[src/rtl/itfd_params.svh]
`ifndef ITFD_PARAMS_SVH
`define ITFD_PARAMS_SVH

// register byte offsets
`define ITFD_OFS_MASK 6'h00
`define ITFD_OFS_FUNC 6'h04
`define ITFD_OFS_CTRL 6'h08
`define ITFD_OFS_STAT 6'h0c
`define ITFD_OFS_CNT 6'h10
`define ITFD_OFS_FREQ 6'h14

// reset values
`define ITFD_MASK_RST 12'h000
`define ITFD_FUNC_RST 30'h00000000
`define ITFD_CTRL_RST 4'h0

// field layout
`define ITFD_FUNC_FIELD_W 5
`define ITFD_CTRL_SRC_LSB 0
`define ITFD_CTRL_DIRCFG_BIT 2
`define ITFD_CTRL_MASTER_BIT 3
`define ITFD_STAT_TERM_LSB 18

// terminals that cannot carry trigger, fault or jog
`define ITFD_LOW_TERMS 6'h03
// terminals whose sense is fixed in terminal command mode
`define ITFD_WIRE_TERMS 6'h07

// timing
`define ITFD_CLK_PERIOD_NS 32'h0000000a
`define ITFD_RAMP_PERIOD_NS 32'h00002710
`define ITFD_RAMP_CYCLES (`ITFD_RAMP_PERIOD_NS / `ITFD_CLK_PERIOD_NS)
`define ITFD_FREQ_STEP 16'h0001
`define ITFD_FREQ_MAX 16'hea60

`endif

[src/rtl/itfd_pkg.sv]
package itfd_pkg;

  typedef enum logic [4:0] {
    ITFD_FN_NONE = 5'h00,
    ITFD_FN_JOG = 5'h08,
    ITFD_FN_BASE_BLOCK = 5'h09,
    ITFD_FN_FREQ_UP = 5'h0a,
    ITFD_FN_FREQ_DOWN = 5'h0b,
    ITFD_FN_CNT_TRIG = 5'h0c,
    ITFD_FN_CNT_RESET = 5'h0d,
    ITFD_FN_EXT_FAULT = 5'h0e,
    ITFD_FN_PID_OFF = 5'h0f,
    ITFD_FN_SHUTOFF = 5'h10,
    ITFD_FN_PARAM_LOCK = 5'h11,
    ITFD_FN_SRC_TERM = 5'h12,
    ITFD_FN_SRC_KEYPAD = 5'h13,
    ITFD_FN_SRC_COMM = 5'h14,
    ITFD_FN_DIRECTION = 5'h15,
    ITFD_FN_FREQ_SRC2 = 5'h16,
    ITFD_FN_FWD_LIMIT = 5'h17,
    ITFD_FN_REV_LIMIT = 5'h18,
    ITFD_FN_PUMP_AUTO = 5'h19
  } itfd_func_e;

  typedef enum logic [1:0] {
    ITFD_SRC_KEYPAD = 2'h0,
    ITFD_SRC_TERMINAL = 2'h1,
    ITFD_SRC_COMM = 2'h2
  } itfd_cmd_src_e;

  // gray sequence normal -> block -> search -> accel -> normal
  typedef enum logic [1:0] {
    ITFD_BB_NORMAL = 2'h0,
    ITFD_BB_BLOCK = 2'h1,
    ITFD_BB_SEARCH = 2'h3,
    ITFD_BB_ACCEL = 2'h2
  } itfd_bb_state_e;

  typedef struct packed {
    logic outputs_blocked;
    logic speed_search;
    logic accel_to_master;
    logic restart_zero;
    logic jog_req;
    logic ext_fault;
    logic pid_disable;
    logic param_lock;
    itfd_cmd_src_e cmd_src;
    logic freq_src_second;
    logic dir_override;
    logic dir_reverse;
    logic stop_fwd;
    logic stop_rev;
    logic pump_auto;
    logic pump_local_ctrl;
    logic pump_follow_master;
  } itfd_drive_ctrl_s;

  typedef struct packed {
    logic motor_running;
    logic motor_reverse;
    logic speed_locked;
    logic at_master_freq;
  } itfd_drive_state_s;

endpackage

[src/rtl/itfd_top.sv]
// What this block does
// - jog assignment accepted only while motor stopped
// - base block active blocks outputs, motor coasts
// - base block release: speed search, then accelerate
// - up/down inputs step and ramp master frequency
// - both up and down active halts frequency
// - counter trigger on terminals 3-6 counts one
// - counter reset holds counter at zero, inhibits counting
// - terminals 3-6 may raise external fault
// - pid-disable input turns pid off
// - shutoff coasts motor, restart from zero after change
// - parameter lock refuses every parameter write
// - terminal source select overrides configured source
// - keypad source select overrides configured source
// - communication source select overrides configured source
// - direction input wins when direction config zero
// - second-source input picks second frequency source
// - forward limit stops forward running
// - reverse limit stops reverse running
// - pump input switches hand and auto mode
// - auto mode: master controls, slaves follow
// - mask bit n sets terminal n+1 normally closed
// - terminal command mode ignores mask for terminals 1-3
// - normally-open terminal activation detected on falling edge
`timescale 1ns/100ps
`default_nettype none
`include "itfd_params.svh"

module itfd_top
  import itfd_pkg::*;
#(
  parameter int CNT_W = 16,
  parameter int FREQ_W = 16,
  parameter int RAMP_CYCLES = `ITFD_RAMP_CYCLES
)
(
  // clock and reset
  input wire logic clk_sys,
  input wire logic rst_b,
  // ahb-lite slave
  input wire logic hsel,
  input wire logic [31:0] haddr,
  input wire logic [1:0] htrans,
  input wire logic hwrite,
  input wire logic [2:0] hsize,
  input wire logic [31:0] hwdata,
  input wire logic hready,
  output logic hreadyout,
  output logic hresp,
  output logic [31:0] hrdata,
  // terminal pins, low when contact closed to common
  input wire logic input_terminal_1,
  input wire logic input_terminal_2,
  input wire logic input_terminal_3,
  input wire logic input_terminal_4,
  input wire logic input_terminal_5,
  input wire logic input_terminal_6,
  // drive state
  input wire itfd_drive_state_s drive_state,
  // drive control
  output itfd_drive_ctrl_s drive_ctrl,
  output logic [CNT_W-1:0] counter_value,
  output logic [FREQ_W-1:0] master_freq
);

  localparam int CTRL_W = $bits(itfd_drive_ctrl_s);
  localparam int FW = `ITFD_FUNC_FIELD_W;
  localparam logic [5:0] LOW_TERMS = `ITFD_LOW_TERMS;

  // status word packs the control struct below the terminal bits
  generate
    if (CNT_W < 1 || CNT_W > 32 || FREQ_W < 16 || FREQ_W > 32 || RAMP_CYCLES < 1 ||
        CTRL_W != `ITFD_STAT_TERM_LSB)
    begin : g_bad_param
      $error("itfd_top: unsupported parameter value");
    end
  endgenerate

  // terminals whose field holds the given code
  function automatic logic [5:0] fn_terms(input logic [6*FW-1:0] sel, input itfd_func_e code);
    logic [5:0] hit;
    hit = 6'h00;
    for (int i = 0; i < 6; i++)
    begin
      hit[i] = (sel[i*FW +: FW] == code);
    end
    return hit;
  endfunction

  logic [11:0] mask_r;
  logic [6*FW-1:0] func_r;
  logic [3:0] cfg_r;
  itfd_drive_ctrl_s ctrl_r;
  itfd_drive_ctrl_s ctrl_nxt;
  itfd_bb_state_e bb_r;
  itfd_bb_state_e bb_nxt;
  logic [5:0] pins;
  logic [5:0] mask_eff;
  logic [5:0] term_act;
  logic [5:0] term_act_q_r;
  logic [5:0] term_ev;
  logic [CNT_W-1:0] cnt_r;
  logic [FREQ_W-1:0] freq_r;
  logic [31:0] ramp_cnt_r;
  logic shut_q_r;
  logic dp_wr_r;
  logic [5:0] dp_addr_r;
  logic [31:0] rdata_r;
  logic [6*FW-1:0] func_nxt;
  logic up_act;
  logic dn_act;
  logic up_ev;
  logic dn_ev;
  logic ramp_tick;
  logic step_up;
  logic step_dn;
  logic shut_act;
  logic bb_act;
  logic addr_ok;
  logic [31:0] rd_mux;

  assign pins = {input_terminal_6, input_terminal_5, input_terminal_4,
                 input_terminal_3, input_terminal_2, input_terminal_1};

  // mask bits 0-2 forced open while commands come from terminals
  assign mask_eff = mask_r[5:0] &
    ((ctrl_r.cmd_src == ITFD_SRC_TERMINAL) ? ~`ITFD_WIRE_TERMS : 6'h3f);

  genvar g;
  generate
    for (g = 0; g < 6; g++)
    begin : g_term
      // closed contact pulls low; normally-closed inverts the sense
      assign term_act[g] = ~pins[g] ^ mask_eff[g];
      assign term_ev[g] = term_act[g] & ~term_act_q_r[g];
    end
  endgenerate

  always_ff @(posedge clk_sys or negedge rst_b)
  begin
    if (!rst_b)
      term_act_q_r <= 6'h00;
    else
      term_act_q_r <= term_act;
  end

  // codes outside the decoded set match nothing
  assign up_act = |(term_act & fn_terms(func_r, ITFD_FN_FREQ_UP));
  assign dn_act = |(term_act & fn_terms(func_r, ITFD_FN_FREQ_DOWN));
  assign up_ev = |(term_ev & fn_terms(func_r, ITFD_FN_FREQ_UP));
  assign dn_ev = |(term_ev & fn_terms(func_r, ITFD_FN_FREQ_DOWN));
  assign bb_act = |(term_act & fn_terms(func_r, ITFD_FN_BASE_BLOCK));
  assign shut_act = |(term_act & fn_terms(func_r, ITFD_FN_SHUTOFF));

  // master frequency: step per edge, repeat while held
  assign ramp_tick = (ramp_cnt_r == 32'(RAMP_CYCLES - 1));
  assign step_up = ~dn_act & (up_ev | (up_act & ramp_tick));
  assign step_dn = ~up_act & (dn_ev | (dn_act & ramp_tick));

  always_ff @(posedge clk_sys or negedge rst_b)
  begin
    if (!rst_b)
      ramp_cnt_r <= 32'h0;
    else if ((up_act == dn_act) || ramp_tick || up_ev || dn_ev)
      ramp_cnt_r <= 32'h0;
    else
      ramp_cnt_r <= ramp_cnt_r + 32'h1;
  end

  always_ff @(posedge clk_sys or negedge rst_b)
  begin
    if (!rst_b)
      freq_r <= '0;
    else if (step_up)
      freq_r <= (freq_r >= FREQ_W'(`ITFD_FREQ_MAX - `ITFD_FREQ_STEP)) ?
                FREQ_W'(`ITFD_FREQ_MAX) : freq_r + FREQ_W'(`ITFD_FREQ_STEP);
    else if (step_dn)
      freq_r <= (freq_r <= FREQ_W'(`ITFD_FREQ_STEP)) ? '0 : freq_r - FREQ_W'(`ITFD_FREQ_STEP);
  end

  // internal counter
  always_ff @(posedge clk_sys or negedge rst_b)
  begin
    if (!rst_b)
      cnt_r <= '0;
    else if (|(term_act & fn_terms(func_r, ITFD_FN_CNT_RESET)))
      cnt_r <= '0;
    else if (|(term_ev & fn_terms(func_r, ITFD_FN_CNT_TRIG) & ~`ITFD_LOW_TERMS))
      cnt_r <= cnt_r + CNT_W'(1);
  end

  // base block sequence
  always_comb
  begin
    bb_nxt = bb_r;
    case (bb_r)
      ITFD_BB_NORMAL:
        if (bb_act)
          bb_nxt = ITFD_BB_BLOCK;
      ITFD_BB_BLOCK:
        if (!bb_act)
          bb_nxt = ITFD_BB_SEARCH;
      ITFD_BB_SEARCH:
        if (bb_act)
          bb_nxt = ITFD_BB_BLOCK;
        else if (drive_state.speed_locked)
          bb_nxt = ITFD_BB_ACCEL;
      ITFD_BB_ACCEL:
        if (bb_act)
          bb_nxt = ITFD_BB_BLOCK;
        else if (drive_state.at_master_freq)
          bb_nxt = ITFD_BB_NORMAL;
      default:
        bb_nxt = ITFD_BB_BLOCK;
    endcase
  end

  always_ff @(posedge clk_sys or negedge rst_b)
  begin
    if (!rst_b)
      bb_r <= ITFD_BB_NORMAL;
    else
      bb_r <= bb_nxt;
  end

  always_ff @(posedge clk_sys or negedge rst_b)
  begin
    if (!rst_b)
      shut_q_r <= 1'b0;
    else
      shut_q_r <= shut_act;
  end

  // drive control decode
  always_comb
  begin
    logic src_t;
    logic src_k;
    logic src_c;
    logic dir_fn;
    logic pump_auto;
    src_t = |(term_act & fn_terms(func_r, ITFD_FN_SRC_TERM));
    src_k = |(term_act & fn_terms(func_r, ITFD_FN_SRC_KEYPAD));
    src_c = |(term_act & fn_terms(func_r, ITFD_FN_SRC_COMM));
    dir_fn = |fn_terms(func_r, ITFD_FN_DIRECTION);
    pump_auto = |(term_act & fn_terms(func_r, ITFD_FN_PUMP_AUTO));
    ctrl_nxt = '0;
    ctrl_nxt.outputs_blocked = (bb_nxt == ITFD_BB_BLOCK) | shut_act;
    ctrl_nxt.speed_search = (bb_nxt == ITFD_BB_SEARCH);
    ctrl_nxt.accel_to_master = (bb_nxt == ITFD_BB_ACCEL);
    ctrl_nxt.restart_zero = shut_q_r & ~shut_act;
    ctrl_nxt.jog_req = |(term_act & fn_terms(func_r, ITFD_FN_JOG));
    ctrl_nxt.ext_fault = |(term_act & fn_terms(func_r, ITFD_FN_EXT_FAULT) &
                           ~`ITFD_LOW_TERMS);
    ctrl_nxt.pid_disable = |(term_act & fn_terms(func_r, ITFD_FN_PID_OFF));
    ctrl_nxt.param_lock = |(term_act & fn_terms(func_r, ITFD_FN_PARAM_LOCK));
    if (src_t)
      ctrl_nxt.cmd_src = ITFD_SRC_TERMINAL;
    else if (src_k)
      ctrl_nxt.cmd_src = ITFD_SRC_KEYPAD;
    else if (src_c)
      ctrl_nxt.cmd_src = ITFD_SRC_COMM;
    else
      ctrl_nxt.cmd_src = itfd_cmd_src_e'(cfg_r[`ITFD_CTRL_SRC_LSB +: 2]);
    ctrl_nxt.freq_src_second = |(term_act & fn_terms(func_r, ITFD_FN_FREQ_SRC2));
    ctrl_nxt.dir_override = dir_fn & ~cfg_r[`ITFD_CTRL_DIRCFG_BIT];
    ctrl_nxt.dir_reverse = ctrl_nxt.dir_override &
                           |(term_act & fn_terms(func_r, ITFD_FN_DIRECTION));
    ctrl_nxt.stop_fwd = drive_state.motor_running & ~drive_state.motor_reverse &
                        |(term_act & fn_terms(func_r, ITFD_FN_FWD_LIMIT));
    ctrl_nxt.stop_rev = drive_state.motor_running & drive_state.motor_reverse &
                        |(term_act & fn_terms(func_r, ITFD_FN_REV_LIMIT));
    ctrl_nxt.pump_auto = pump_auto;
    ctrl_nxt.pump_local_ctrl = ~pump_auto | cfg_r[`ITFD_CTRL_MASTER_BIT];
    ctrl_nxt.pump_follow_master = pump_auto & ~cfg_r[`ITFD_CTRL_MASTER_BIT];
  end

  always_ff @(posedge clk_sys or negedge rst_b)
  begin
    if (!rst_b)
      ctrl_r <= '0;
    else
      ctrl_r <= ctrl_nxt;
  end

  assign drive_ctrl = ctrl_r;
  assign counter_value = cnt_r;
  assign master_freq = freq_r;

  // ahb-lite: zero wait state, always okay
  assign hreadyout = 1'b1;
  assign hresp = 1'b0;
  assign hrdata = rdata_r;
  assign addr_ok = (haddr[31:6] == 26'h0) && (haddr[1:0] == 2'h0);

  always_comb
  begin
    rd_mux = 32'h0;
    if (addr_ok)
    begin
      case (haddr[5:0])
        `ITFD_OFS_MASK: rd_mux = {20'h0, mask_r};
        `ITFD_OFS_FUNC: rd_mux = {2'h0, func_r};
        `ITFD_OFS_CTRL: rd_mux = {28'h0, cfg_r};
        `ITFD_OFS_STAT: rd_mux = 32'({term_act_q_r, ctrl_r});
        `ITFD_OFS_CNT: rd_mux = 32'(cnt_r);
        `ITFD_OFS_FREQ: rd_mux = 32'(freq_r);
        default: rd_mux = 32'h0;
      endcase
    end
  end

  always_ff @(posedge clk_sys or negedge rst_b)
  begin
    if (!rst_b)
    begin
      dp_wr_r <= 1'b0;
      dp_addr_r <= 6'h00;
      rdata_r <= 32'h0;
    end
    else if (hready)
    begin
      dp_wr_r <= hsel & htrans[1] & hwrite & addr_ok & (hsize == 3'h2);
      dp_addr_r <= haddr[5:0];
      if (hsel && htrans[1] && !hwrite)
        rdata_r <= rd_mux;
    end
  end

  // per-field filter on function assignments
  always_comb
  begin
    logic [FW-1:0] new_code;
    logic [FW-1:0] old_code;
    logic low_term;
    new_code = '0;
    old_code = '0;
    low_term = 1'b0;
    func_nxt = func_r;
    for (int i = 0; i < 6; i++)
    begin
      new_code = hwdata[i*FW +: FW];
      old_code = func_r[i*FW +: FW];
      low_term = LOW_TERMS[i];
      if (new_code == ITFD_FN_JOG && old_code != ITFD_FN_JOG &&
          (drive_state.motor_running || low_term))
        func_nxt[i*FW +: FW] = old_code;
      else if (low_term && (new_code == ITFD_FN_CNT_TRIG || new_code == ITFD_FN_EXT_FAULT))
        func_nxt[i*FW +: FW] = old_code;
      else
        func_nxt[i*FW +: FW] = new_code;
    end
  end

  always_ff @(posedge clk_sys or negedge rst_b)
  begin
    if (!rst_b)
    begin
      mask_r <= `ITFD_MASK_RST;
      func_r <= `ITFD_FUNC_RST;
      cfg_r <= `ITFD_CTRL_RST;
    end
    else if (dp_wr_r && !ctrl_r.param_lock)
    begin
      case (dp_addr_r)
        `ITFD_OFS_MASK: mask_r <= hwdata[11:0];
        `ITFD_OFS_FUNC: func_r <= func_nxt;
        `ITFD_OFS_CTRL: cfg_r <= hwdata[3:0];
        default: ;
      endcase
    end
  end

endmodule

`default_nettype wire

[config.mk]
export PLATFORM = sky130hd
export DESIGN_NAME = itfd_top
export DESIGN_NICKNAME = d
export VERILOG_FILES = /design/src/rtl/itfd_pkg.sv /design/src/rtl/itfd_top.sv
export VERILOG_INCLUDE_DIRS = /design/src /design/src/rtl
export SDC_FILE = /design/constraint.sdc
export NUM_CORES = 1
export LEC_CHECK = 0
export BUFFER_PORTS_ARGS = -buffer_cell sky130_fd_sc_hd__buf_2
export CORE_MARGIN = 1.5
export CORE_UTILIZATION = 50
export DETAILED_ROUTE_END_ITERATION = 6
export GPL_TIMING_DRIVEN = 0
export PLACE_DENSITY = 0.69
export SETUP_SLACK_MARGIN = 0.4
export SYNTH_ARGS = -nofsm -noshare
export SYNTH_HDL_FRONTEND = slang
export SYNTH_SLANG_ARGS = --single-unit
[constraint.sdc]
create_clock -name clk_sys -period 6.8 [get_ports clk_sys]
set_input_delay 0.34 -clock clk_sys [delete_from_list [all_inputs] [get_ports clk_sys]]
set_output_delay 0.34 -clock clk_sys [all_outputs]
set_load 0.05 [all_outputs]
==> run summary <==
Final HPWL DP: 23,800 um
Via/cell ratio: 6.16
Top cell type's share of synthesized area: 0.445
Final net count: 1,318
Share of layout cells above drive strength 1: 0.209
WL final: 31,500 um
Vias in the first global route: 8,739
DRC violations left: 12
Remaining Overflow, GRT: 0
Synth area leader: dfrtp_1
Final hold vios: 0
#FFs+latches synth: 174
Number of buffers created by CTS: 17
Synth warnings: 0
CTS Buffer Depth: 2
RSZ-0062 raised after global routing: false
DP Area: 11,000 um2
Die area: 20,400 um2
Final setup vio count: 0
WL per Instance: 21.0 um
Power Density: 213 nW/um2
Largest net degree at the start of global routing: 122
Worst setup EP type: flip-flop
# H-tree levels: 4
Starting density of the core: 0.516
Final core occ: 0.609
Commonest cells after routing, fill and taps aside: dfrtp_1, buf_2, nand2_1, nor2_1, clkbuf_1
Final Max Slew Viols: 0
Global-route wire length before repair: 49,000 um
Cells after Synth: 1,048
Initial antenna violation count: 1
Crit share post-route: 0.546
Post-Syn Area: 9790 um2
Register area share after synthesis: 0.445
Core Rows: 50
Yosys cell types: 79
Avg Inst Size Synth: 9.34 um2
Dpl cells: 1,469
Final RePlAce weighted congestion: 1.01
Worst vdd ir: 0.000182 V
Top Ports: 168
WL met1: 13,500 um
Clk root buf: clkbuf_16
EDFF count, synth: 0
Die H: 143 um
Area delta synth->final: 17.9%
Worst-Skew Late Latency: 440 ps
Setup TNS: 0 ps
Number of I/O port buffers: 158
Core area: 19,000 um2
Clk slew on worst S/H paths: 80 ps
WS Path Type: reg -> reg
Most common cell after layout, fill and taps aside: dfrtp_1
Slew Limit Headroom: 0.162
CP Data Required Time: 7170 ps
DR vias: 9,260
Critical Path AT: 4090 ps
1st-pass router iterations: 7
Max Clock Freq: 0.269 GHz
Routed wl met2: 14,400 um
Gr usage total: 0.318
Largest cells by area after synthesis: dfrtp_1, nand2_1, mux2_2
Total of max-cap violations: 0
Top Metal Used: met4
FILL cells: 1,700
Die Wd: 143 um
DRT iter0 DRCs: 832
Leak: 5.31 nW
Type of the worst min-delay path: in -> reg
Fin crit period: 3710 ps
Clock Skews: 13.6 ps
Async S/R FF share, synth: 1.00
Slew at the pin closest to its max-slew limit: 1250 ps
Crit path max fanout: 10
Failing checks: DRC
Finished layout cell area: 11,500 um2
Non-Filler Instances: 1,504
TritonCTS clock tree: done
Synth Flop Type: dfrtp_1
Met3 WL: 2400 um
Status: finished, violations left
ANT nets after route: 0
CTS Sinks: 174
Critical Path Source Type: flip-flop
[worst paths after layout]
path / depth (start not counted) / start / slack, ps / end
setup / recovery: 7 / dp_addr_r[1]$_DFFE_PN0P_ / 3090 / func_r[29]$_DFFE_PN0P_
min in group asynchronous: 2 / rst_b / 400 / ramp_cnt_r[11]$_DFF_PN0_
hold reg to reg: 1 / shut_q_r$_DFF_PN0_ / 470 / drive_ctrl[14]$_DFF_PN0_
setup reg to reg: 7 / dp_addr_r[1]$_DFFE_PN0P_ / 3090 / func_r[29]$_DFFE_PN0P_
max in group asynchronous: 3 / rst_b / 5440 / term_act_q_r[1]$_DFF_PN0_
hold / removal: 3 / hwdata[24] / 100 / func_r[24]$_DFFE_PN0P_
[per-layer routing]
layer / up-vias / global-route usage
met1: 4533 / 0.434
met5: - / 0
met3: 70 / 0.0644
met2: 447 / 0.495
met4: 0 / 0.133
li1: 4210 / -
[synth_stat cells (6+ instances only)]
master	instances
nor2_1	103
a222oi_1	20
clkbuf_1	44
mux2i_1	8
nor4_1	23
nand2_1	125
mux2_2	36
nor3_1	39
a211oi_1	8
xnor2_1	18
nand4_1	22
or3_1	12
and3_1	21
dfrtp_1	174
a21oi_1	19
and2_1	7
nor3b_1	13
o221ai_1	6
nand3_1	38
a22oi_1	17
o211ai_1	8
nor2b_1	13
inv_1	44
xor2_1	32
nand3b_1	10
o21ai_0	30
a22o_1	23
a31oi_1	7
nand2b_1	16
[cell families (layout without fill, tap and decap cells)]
logic type / after synthesis / count (layout) / synth area share
AND/OR/NAND/NOR: 472 / 472 / 0.246
AO/OA/AOI/OAI: 197 / 197 / 0.155
flip-flops: 174 / 174 / 0.445
buffers and inverters: 97 / 289 / 0.0392
XOR/XNOR: 53 / 53 / 0.0497
multiplexers: 48 / 48 / 0.0588
adder cells (fa/ha/maj): 5 / 5 / 0.00639
other: 2 / 6 / 0.000767
[flip-flops by register name, indices dropped and copies added (netlist names), 2 cells and up]
signal,count
bb_r,2
term_act_q_r,6
drive_ctrl,18
master_freq,16
ramp_cnt_r,32
mask_r,12
dp_addr_r,6
counter_value,16
func_r,30
hrdata,30
cfg_r,4
[per-stage QoR]
step | setup WS (ps) | hold slack (ps) | power, mW
2_1_floorplan | 3960 | 44.4 | 1.37
3_3_place_gp | 2580 | 440 | 1.51
3_5_place_dp | 3170 | 281 | 1.51
4_1_cts | 3140 | 86.6 | 2.48
5_1_grt | 2950 | 107 | 2.56
6_report | 3090 | 97.9 | 2.46
[power breakdown]
group          internal, mW  leakage [nW]  switching (mW)
clock                 0.489         0.279           0.473
combinational         0.117          2.69           0.262
sequential             1.07          2.34          0.0469
[timing repair]
action	4_1_cts	5_1_grt
hold endpoints to repair	53	0
resized for setup	0	0
setup buffers	0	0
hold buffers	1	0
[cell type report]
| class | count | area (um2) | share of cell area |
|---|---|---|---|
| Multi-Input combinational cell | 779 | 5060 | 0.438 |
| Sequential cell | 174 | 4350 | 0.377 |
| Timing Repair Buffer | 160 | 838 | 0.0726 |
| Clock buffer | 18 | 429 | 0.0372 |
| Tap cell | 260 | 325 | 0.0282 |
| Buffer | 53 | 219 | 0.0190 |
| Inverter | 44 | 165 | 0.0143 |
| Clock inverter | 14 | 146 | 0.0127 |
| Antenna cell | 2 | 5.00 | 0.000434 |
[worst max-delay path, stage by stage, from the launching register on]
cell	delay, ps
dfrtp_1	380
or4_1	520
or3_1	390
nor3b_1	940
clkbuf_1	600
clkbuf_1	600
nand2_1	120
nand2_1	90
Power figures use the tool's default switching activity.
